--- config.mk ---
export PLATFORM = sky130hd
export DESIGN_NAME = pgto_trigger
export DESIGN_NICKNAME = d
export VERILOG_FILES = /design/src/hdl/pgto_store_mem.v /design/src/hdl/pgto_trigger.v
export VERILOG_INCLUDE_DIRS = /design/src /design/src/hdl
export SDC_FILE = /design/constraint.sdc
export NUM_CORES = 2
export LEC_CHECK = 0
export BUFFER_PORTS_ARGS = -buffer_cell sky130_fd_sc_hd__clkbuf_2
export CORE_MARGIN = 5
export CORE_UTILIZATION = 35
export DETAILED_ROUTE_END_ITERATION = 12
export PLACE_DENSITY = 0.56
export SYNTH_ARGS = -nofsm -noshare
export SYNTH_HDL_FRONTEND = slang
export SYNTH_SLANG_ARGS = --single-unit
export TNS_END_PERCENT = 100
--- constraint.sdc ---
create_clock -name clock -period 7.34 [get_ports clock]
set_input_delay 1.468 -clock clock [delete_from_list [all_inputs] [get_ports clock]]
set_output_delay 1.468 -clock clock [all_outputs]
set_load 0.005 [all_outputs]
--- src/hdl/pgto_map.vh ---
`ifndef PGTO_MAP_VH
`define PGTO_MAP_VH
// ==========================================================================
// Register offsets (word index = byte address / 4 not used; plain port)
`define PGTO_REG_CTRL 8'h00
`define PGTO_REG_PRBS_ORDER 8'h04
`define PGTO_REG_PRBS_WORD 8'h08
`define PGTO_REG_ZERO_SUBSTITUTION_POSITION_SEL 8'h0c
`define PGTO_REG_ZERO_SUBSTITUTION_POSITION_POS 8'h10
`define PGTO_REG_MARK_DENSITY_POSITION_SEL 8'h14
`define PGTO_REG_MARK_DENSITY_POSITION_POS 8'h18
`define PGTO_REG_USER_PATTERN_POSITION_SEL 8'h1c
`define PGTO_REG_USER_PATTERN_POSITION_POS 8'h20
`define PGTO_REG_STATUS 8'h24
`define PGTO_REG_RATIO 8'h28
`define PGTO_REG_PAT_LEN 8'h2c
// ==========================================================================
// Control register fields
`define PGTO_CTRL_DIVMODE 0
`define PGTO_CTRL_RATIO32 1
`define PGTO_CTRL_SOP 2
`define PGTO_CTRL_NOTRACK 3
`define PGTO_CTRL_SRC_LO 4
`define PGTO_CTRL_SRC_HI 6
`define PGTO_CTRL_RESET 32'h00000000
// Pattern source codes
`define PGTO_SRC_PRBS 3'h0
`define PGTO_SRC_ZERO_SUBSTITUTION_POSITION 3'h1
`define PGTO_SRC_MARK_DENSITY_POSITION 3'h2
`define PGTO_SRC_USER 3'h3
`define PGTO_SRC_ALT 3'h4
// Division ratios
`define PGTO_RATIO_LO 32'h00000008
`define PGTO_RATIO_HI 32'h00000020
`define PGTO_NAN_CODE 32'hffffffff
`define PGTO_PRBS_ORDER_RESET 8'h07
`define PGTO_PAT_LEN_RESET 32'h0000007f
`define PGTO_STORES 13
`define PGTO_STORE_NVRAM_LAST 4
`define PGTO_STORE_DISK_FIRST 5
`endif

--- src/hdl/pgto_store_mem.v ---
`default_nettype none
// ==========================================================================
// Store positions: index 0 active, 1-4 kept, 5-12 disk image
module pgto_store_mem #(
  parameter DEPTH = 13,
  parameter AW = 4,
  parameter DW = 32
) (
  input wire clock, // System clock
  input wire reset_n, // Async reset, active low
  input wire wr_en, // Write strobe
  input wire [AW-1:0] wr_addr, // Write index
  input wire [DW-1:0] wr_data, // Write data
  input wire [AW-1:0] rd_addr, // Read index
  output reg [DW-1:0] rd_data // Registered read data
);
  reg [DW-1:0] mem [0:DEPTH-1];
  integer i;

  // Write and registered read; all stores 0..12 reset to zero
  always @(posedge clock or negedge reset_n) begin
    if (!reset_n) begin
      for (i = 0; i < DEPTH; i = i + 1) begin
        mem[i] <= {DW{1'b0}};
      end
      rd_data <= {DW{1'b0}};
    end else begin
      if (wr_en && (wr_addr < DEPTH)) begin
        mem[wr_addr] <= wr_data;
      end
      rd_data <= (rd_addr < DEPTH) ? mem[rd_addr] : {DW{1'b0}};
    end
  end
endmodule // pgto_store_mem
`default_nettype wire

--- src/hdl/pgto_trigger.v ---
// Notes on behaviour
// - Two modes, pattern and divided clock; pattern mode after reset.
// - Pattern mode pulses trigger on each match of selected sequence.
// - Divide ratio accepts only 8 or 32; reset gives 8.
// - Report clock-to-trigger ratio for the selected pattern.
// - Alternate pattern with half-change trigger reports not-a-number code.
// - PRBS match order limited to 7, 10, 15, 23 or 31.
// - Match word has order bits; all-ones word is rejected.
// - Zero-substitution position per order 7,10,11,13; resets to zero.
// - Mark-density position per order 7,10,11,13; resets to zero.
// - User position per store 0..12; stores 0..4 reset to zero.
// - Store 0 active, 1-4 non-volatile, 5-12 disk.
// - Alternate pattern: start-of-pattern pulse or half-change toggle.
// - Band code 0 means through path; delay adjust then unavailable.
// - Band codes 1, 2, 3 mark low, middle, high pass bands.
// - Inverted clock levels accepted only while tracking is off.
`default_nettype none
`include "pgto_map.vh"
module pgto_trigger #(
  parameter POS_W = 32
) (
  input wire clock, // System clock, 100 MHz
  input wire reset_n, // Async reset, active low
  input wire [7:0] addr, // Register byte address
  input wire [31:0] wdata, // Write data
  input wire wr, // Write strobe
  input wire rd, // Read strobe
  output reg [31:0] rdata, // Read data, cycle after strobe
  input wire data_bit, // Transmitted data bit, same domain
  input wire bit_valid, // One bit per strobe
  input wire pattern_start, // First bit of pattern, same domain
  input wire alt_half_b, // High while half B is sent
  input wire [1:0] band_in, // Clock path band, from another domain
  input wire inv_clk_set, // Request to set inverted clock level
  input wire [15:0] inv_clk_level, // Requested level word
  output reg [15:0] inv_clk_applied, // Level applied to inverted clock
  output wire tracking, // Inverted clock tracks true clock
  output wire delay_adjust_ok, // Clock-to-data delay adjustable
  output reg trigger_out // Trigger output
);
  // ========================================================================
  // Configuration
  reg [31:0] ctrl;
  reg [7:0] prbs_order;
  reg [31:0] prbs_word;
  reg [1:0] zero_substitution_position_sel;
  reg [1:0] mark_density_position_sel;
  reg [3:0] user_pattern_position_sel;
  reg [POS_W-1:0] zero_substitution_position_pos [0:3];
  reg [POS_W-1:0] mark_density_position_pos [0:3];
  reg [31:0] pat_len;
  reg [1:0] band_meta;
  reg [1:0] band;
  reg [31:0] shift;
  reg [POS_W-1:0] pos_cnt;
  reg [4:0] div_cnt;
  reg half_q;
  reg [31:0] next_rdata;
  integer k;

  wire div_mode = ctrl[`PGTO_CTRL_DIVMODE];
  wire ratio32 = ctrl[`PGTO_CTRL_RATIO32];
  wire sop = ctrl[`PGTO_CTRL_SOP];
  wire [2:0] src = ctrl[`PGTO_CTRL_SRC_HI:`PGTO_CTRL_SRC_LO];
  wire [31:0] up_rd;
  // user position must lie below pattern length
  wire up_wr = wr && (addr == `PGTO_REG_USER_PATTERN_POSITION_POS) && (wdata < pat_len);
  assign tracking = ~ctrl[`PGTO_CTRL_NOTRACK];

  // Mask of valid match bits for a given order
  function [31:0] order_mask;
    input [7:0] ord;
    begin
      order_mask = (ord >= 8'd32) ? 32'hffffffff :
                   ((32'h00000001 << ord[4:0]) - 32'h00000001);
    end
  endfunction

  function prbs_order_ok;
    input [7:0] ord;
    begin
      prbs_order_ok = (ord == 8'd7) || (ord == 8'd10) || (ord == 8'd15) ||
                      (ord == 8'd23) || (ord == 8'd31);
    end
  endfunction

  // Substitution order to slot: 7,10,11,13 map to 0..3
  function [2:0] sub_slot;
    input [7:0] ord;
    begin
      case (ord)
        8'd7: sub_slot = 3'h0;
        8'd10: sub_slot = 3'h1;
        8'd11: sub_slot = 3'h2;
        8'd13: sub_slot = 3'h3;
        default: sub_slot = 3'h4;
      endcase
    end
  endfunction

  // Slot of the written substitution order, 4 means not supported
  wire [2:0] wr_slot = sub_slot(wdata[7:0]);

  // index 0 active, 1..4 NVRAM, 5..12 disk
  pgto_store_mem #(
    .DEPTH(`PGTO_STORES),
    .AW(4),
    .DW(32)
  ) u_store (
    .clock(clock),
    .reset_n(reset_n),
    .wr_en(up_wr),
    .wr_addr(user_pattern_position_sel),
    .wr_data(wdata),
    .rd_addr(user_pattern_position_sel),
    .rd_data(up_rd)
  );

  // ========================================================================
  // Register writes; illegal values are ignored, old value kept; control takes any low 7 bits
  always @(posedge clock or negedge reset_n) begin
    if (!reset_n) begin
      // pattern mode, ratio 8, half-change, tracking
      ctrl <= `PGTO_CTRL_RESET;
      prbs_order <= `PGTO_PRBS_ORDER_RESET;
      prbs_word <= 32'h00000000;
      zero_substitution_position_sel <= 2'h0;
      mark_density_position_sel <= 2'h0;
      user_pattern_position_sel <= 4'h0;
      pat_len <= `PGTO_PAT_LEN_RESET;
      for (k = 0; k < 4; k = k + 1) begin
        zero_substitution_position_pos[k] <= {POS_W{1'b0}};
        mark_density_position_pos[k] <= {POS_W{1'b0}};
      end
    end else if (wr) begin
      case (addr)
        `PGTO_REG_CTRL: begin
          ctrl <= {25'h0, wdata[6:0]};
        end
        `PGTO_REG_PRBS_ORDER: begin
          if (prbs_order_ok(wdata[7:0])) begin
            prbs_order <= wdata[7:0];
            prbs_word <= prbs_word & order_mask(wdata[7:0]);
          end
        end
        `PGTO_REG_PRBS_WORD: begin
          if ((wdata & order_mask(prbs_order)) != order_mask(prbs_order)) begin
            prbs_word <= wdata & order_mask(prbs_order);
          end
        end
        `PGTO_REG_ZERO_SUBSTITUTION_POSITION_SEL: begin
          if (wr_slot != 3'h4) begin
            zero_substitution_position_sel <= wr_slot[1:0];
          end
        end
        `PGTO_REG_MARK_DENSITY_POSITION_SEL: begin
          if (wr_slot != 3'h4) begin
            mark_density_position_sel <= wr_slot[1:0];
          end
        end
        `PGTO_REG_USER_PATTERN_POSITION_SEL: begin
          if (wdata[3:0] <= 4'd12) begin
            user_pattern_position_sel <= wdata[3:0];
          end
        end
        `PGTO_REG_ZERO_SUBSTITUTION_POSITION_POS: begin
          if (wdata < pat_len) begin
            zero_substitution_position_pos[zero_substitution_position_sel] <= wdata[POS_W-1:0];
          end
        end
        `PGTO_REG_MARK_DENSITY_POSITION_POS: begin
          if (wdata < pat_len) begin
            mark_density_position_pos[mark_density_position_sel] <= wdata[POS_W-1:0];
          end
        end
        `PGTO_REG_PAT_LEN: begin
          if (wdata != 32'h00000000) begin
            pat_len <= wdata;
          end
        end
        default: begin
        end
      endcase
    end
  end

  // only 8 or 32 representable, ratio bit picks between them
  wire [4:0] div_top = ratio32 ? 5'd31 : 5'd7;

  // ========================================================================
  // Band code synchroniser; first stage read only by the second
  always @(posedge clock or negedge reset_n) begin
    if (!reset_n) begin
      band_meta <= 2'h0;
      band <= 2'h0;
    end else begin
      band_meta <= band_in;
      band <= band_meta;
    end
  end
  assign delay_adjust_ok = (band != 2'h0);

  // ========================================================================
  // inverted clock level only while tracking is off
  always @(posedge clock or negedge reset_n) begin
    if (!reset_n) begin
      inv_clk_applied <= 16'h0000;
    end else if (inv_clk_set && !tracking) begin
      inv_clk_applied <= inv_clk_level;
    end
  end

  // Selected trigger position for positional sources
  reg [POS_W-1:0] sel_pos;
  always @* begin
    case (src)
      `PGTO_SRC_ZERO_SUBSTITUTION_POSITION: sel_pos = zero_substitution_position_pos[zero_substitution_position_sel];
      `PGTO_SRC_MARK_DENSITY_POSITION: sel_pos = mark_density_position_pos[mark_density_position_sel];
      `PGTO_SRC_USER: sel_pos = up_rd[POS_W-1:0];
      default: sel_pos = {POS_W{1'b0}};
    endcase
  end

  // ========================================================================
  // Trigger generation; one flop so trigger_out comes from a register
  wire [31:0] next_shift = {shift[30:0], data_bit};
  wire prbs_hit = ((next_shift & order_mask(prbs_order)) == prbs_word);
  always @(posedge clock or negedge reset_n) begin
    if (!reset_n) begin
      shift <= 32'h00000000;
      pos_cnt <= {POS_W{1'b0}};
      div_cnt <= 5'h00;
      half_q <= 1'b0;
      trigger_out <= 1'b0;
    end else if (div_mode) begin
      // divided clock, square wave at bit strobe rate over ratio
      if (bit_valid) begin
        div_cnt <= (div_cnt >= div_top) ? 5'h00 : div_cnt + 5'd1;
        trigger_out <= (div_cnt < (div_top >> 1)) ||
                       (div_cnt == div_top);
      end
    end else if (bit_valid) begin
      shift <= next_shift;
      half_q <= alt_half_b;
      if (pattern_start) begin
        pos_cnt <= {{(POS_W-1){1'b0}}, 1'b1};
      end else begin
        pos_cnt <= pos_cnt + {{(POS_W-1){1'b0}}, 1'b1};
      end
      case (src)
        `PGTO_SRC_PRBS: begin
          trigger_out <= prbs_hit;
        end
        `PGTO_SRC_ALT: begin
          trigger_out <= sop ? pattern_start : alt_half_b;
        end
        default: begin
          trigger_out <= pattern_start ? (sel_pos == {POS_W{1'b0}}) :
                         (pos_cnt == sel_pos);
        end
      endcase
    end else begin
      trigger_out <= (src == `PGTO_SRC_ALT) && !sop && half_q;
    end
  end

  // ========================================================================
  // Read path; data stand in the cycle after the strobe only
  always @* begin
    next_rdata = 32'h00000000;
    case (addr)
      `PGTO_REG_CTRL: next_rdata = ctrl;
      `PGTO_REG_PRBS_ORDER: next_rdata = {24'h0, prbs_order};
      `PGTO_REG_PRBS_WORD: next_rdata = prbs_word;
      `PGTO_REG_ZERO_SUBSTITUTION_POSITION_SEL: next_rdata = {30'h0, zero_substitution_position_sel};
      `PGTO_REG_ZERO_SUBSTITUTION_POSITION_POS: next_rdata = zero_substitution_position_pos[zero_substitution_position_sel];
      `PGTO_REG_MARK_DENSITY_POSITION_SEL: next_rdata = {30'h0, mark_density_position_sel};
      `PGTO_REG_MARK_DENSITY_POSITION_POS: next_rdata = mark_density_position_pos[mark_density_position_sel];
      `PGTO_REG_USER_PATTERN_POSITION_SEL: next_rdata = {28'h0, user_pattern_position_sel};
      `PGTO_REG_USER_PATTERN_POSITION_POS: next_rdata = up_rd;
      `PGTO_REG_STATUS: next_rdata = {28'h0, delay_adjust_ok, tracking, band};
      `PGTO_REG_RATIO: begin
        // ratio report, NaN code for alternate half-change
        if (div_mode) begin
          next_rdata = ratio32 ? `PGTO_RATIO_HI : `PGTO_RATIO_LO;
        end else if (src == `PGTO_SRC_ALT && !sop) begin
          next_rdata = `PGTO_NAN_CODE;
        end else begin
          next_rdata = pat_len;
        end
      end
      `PGTO_REG_PAT_LEN: next_rdata = pat_len;
      default: next_rdata = 32'h00000000;
    endcase
    if (!rd) begin
      next_rdata = 32'h00000000;
    end
  end

  // The user store output is already registered from the selected index,
  // so a read answers in the next cycle; a select change needs one gap
  always @(posedge clock or negedge reset_n) begin
    if (!reset_n) begin
      rdata <= 32'h00000000;
    end else begin
      rdata <= next_rdata;
    end
  end
endmodule // pgto_trigger
`default_nettype wire

==> results.json <==
{
  "crit_type": "register to register",
  "rr_startpoint": "prbs_order[3]",
  "grtUsageTotal_pct": 21.1,
  "overflow": 0,
  "synthCells": 3584,
  "hpwl_um": 97200,
  "grtUsageMet1_pct": 31.5,
  "worstPathCellList": "or4_1, nand2b_1, ha_1, and2_1, o311ai_0, a21oi_1, a2111oi_1, o2111ai_1, a2111o_1, o31a_1, buf_4, a32o_1",
  "busiest_layer": "met1",
  "htree_num_levels": 3,
  "power-per-cell-area_nw_per_um2": 218,
  "cp.required_ns": 7.92,
  "rsz0062_at_grt": "false",
  "crit_start": "prbs_order[3]",
  "yosysSeqAreaShare_pct": 50.8,
  "clock_skew_ns": 0.0175,
  "grt_max_degree": 186,
  "synth_enable_flop_cells": 0,
  "synth.distinct_cells": 86,
  "finalInstanceArea_um2": 50700,
  "start_kind": "register",
  "clk_path_buf_depth": 3,
  "hold_path.class": "register to register",
  "hp-start": "band_meta[1]",
  "r2r_slack_ns": 1.55,
  "slowest_stage": "dfrtp_1",
  "core_area_um2": 128000,
  "fin_ws_ns": 1.55,
  "clkSinkCount": 913,
  "syn_area_um2": 45000,
  "min_period_over_period_pct": 78.9,
  "drc_errors": 0,
  "clkLatencyLatePin_ns": 0.69,
  "synth_warnings": 0,
  "p_leak_uw": 0.0236,
  "synth-seq-cells": 913,
  "initial_utilization_pct": 35.2,
  "cts_tree": "built",
  "dp_slack_ns": 1.69,
  "cts-hold-fix-buffers": 0,
  "setup_viol": 0,
  "dieArea_um2": 136000,
  "slowest_delay_ns": 0.74,
  "ys.flop_type": "dfrtp_1",
  "finalNetCount": 3692,
  "cp_max_fo": 31,
  "drt-total-wl_um": 146000,
  "placedCellCount": 5150,
  "post_dp_cell_area_um2": 47400,
  "vias_per_cell": 5.89,
  "ir_worst_vdd_uv": 160,
  "max-cap-violations": 0,
  "rows": 131,
  "grt_use_met2_pct": 30.3,
  "period_minus_slack_ns": 5.79,
  "vias": 31400,
  "final_cells": 5329,
  "tightest_slew_ns": 1.30,
  "crit_family": "compound AO/OA/AOI/OAI gates",
  "cts_resized": 0,
  "use_met3_pct": 5.08,
  "grt_pass1_wl_um": 216000,
  "timing.slew.headroom_pct": 13.6,
  "port_buffers": 117,
  "cts.clk_slew.worst_paths_ns": 0.07,
  "globalplace.congestion": 0.932,
  "die_y_um": 369,
  "setup_tns_ns": 0,
  "cts_buffers": 97,
  "postCtsSetupBuffers": 0,
  "finalHoldViolations": 0,
  "drt_iter0_drc": 3573,
  "wl_per_cell_um": 27.3,
  "antenna_found_initial": 14,
  "die_w_um": 369,
  "status": "finished clean",
  "antenna_left": 0,
  "fmax_ghz": 0.173,
  "grt_pass1_vias": 30700,
  "num_io_pins": 118,
  "final_layout_size_suffix_gt1_share_pct": 35.8,
  "async_flop_share_pct": 100,
  "dr.pass1.iters": 6,
  "syn_to_final_growth_pct": 12.7,
  "syn-num-nets": 3689,
  "root_buffer": "clkbuf_16",
  "synth.avg_cell_area_um2": 12.6,
  "cp.arrival_ns": 6.37,
  "cp_num_buf_inv": 1,
  "final_max_slew_viol_count": 0,
  "endpoint_kind": "register"
}
==> metal layers <==
metal / vias to the layer above / routed length [um]
li1: 13300 / -
met4: 10 / 4960
met5: - / 76
met2: 1340 / 61500
met1: 16500 / 66400
met3: 305 / 12800
==> power breakdown <==
part / switching, uW / internal [uW] / total (uW)
clock: 2130 / 2920 / 5050
combinational: 479 / 246 / 725
sequential: 121 / 5150 / 5270
total: 2730 / 8320 / 11100
==> synth_stat cells, drive strengths merged (31+ instances only) <==
library cell	instances	area [um^2]
dfrtp	903	22600
mux2	722	8130
nand2	281	1050
clkbuf	259	972
mux4	160	3600
o21ai	124	621
nor2	108	408
nand3	80	400
mux2i	72	721
inv	61	229
a21oi	58	290
nor2b	55	344
buf	54	270
nor3	45	225
ha	38	475
a221oi	35	307
a32o	31	310
==> cell type report <==
cell class | instances | area, um^2
fillers | 12000 | 77000
diodes | 1 | 2.50
repair buffers | 217 | 1410
clock inverters | 30 | 423
multi-input cells | 2297 | 20800
inverters | 61 | 229
clock buffers | 148 | 2870
well taps | 1662 | 2080
flip-flops and latches | 913 | 22900
==> state kept, by name, indices dropped and copies added, names as in the netlist, 31 cells and up <==
signal	flops
mark_density_position_pos	128
pat_len	32
pos_cnt	32
prbs_word	32
rdata	32
shift	31
u_store.mem	416
u_store.rd_data	32
zero_substitution_position_pos	128
==> layout by cell type (no fill, tap or decap), types with 29 or more instances in the layout <==
cell type	n
a21oi_1	58
a221oi_1	35
a31oi_1	29
a32o_1	31
buf_4	95
clkbuf_16	98
clkbuf_2	116
dfrtp_1	896
ha_1	38
inv_1	60
mux2_2	710
mux2i_1	72
mux4_2	160
nand2_1	281
nand3_1	74
nor2_1	101
nor2b_1	53
nor3_1	31
o21ai_0	122
==> stage by stage <==
stage	util [%]	hold WS (ns)	power (uW)
6_report	39.7	0.360	11100
5_1_grt	39.7	0.361	11400
4_1_cts	39.7	0.355	11200
3_5_place_dp	37.1	0.342	6080
3_3_place_gp	37.1	0.337	6080
2_1_floorplan	-	0.331	5680
==> final timing paths <==
kind | end | depth (start not counted)
setup / recovery | prbs_word[30] | 12
hold / removal | band[1] | 0
setup reg to reg | prbs_word[30] | 12
hold reg to reg | band[1] | 0
max in group asynchronous | u_store.mem[235] | 3
min in group asynchronous | rdata[23] | 1
==> cells by family (layout without fill, tap and decap cells) <==
group	after synthesis	after routing	share of synthesized area, %
AO/OA/AOI/OAI	512	512	8.19
XOR/XNOR	46	46	0.895
adder cells (fa/ha/maj)	38	38	1.06
buffers and inverters	374	456	3.27
flip-flops	913	913	50.8
multiplexers	954	954	27.7
other	0	1	0
AND/OR/NAND/NOR	747	747	8.11
==> worst register-to-register path, stage by stage (launching register included) <==
cell and delay (ns):
dfrtp_1 0.74, or4_1 0.71, nand2b_1 0.19, ha_1 0.53
and2_1 0.35, o311ai_0 0.63, a21oi_1 0.16, a2111oi_1 0.44
o2111ai_1 0.17, a2111o_1 0.57, o31a_1 0.58, buf_4 0.31
a32o_1 0.29
(Power assumes the default switching activity.)
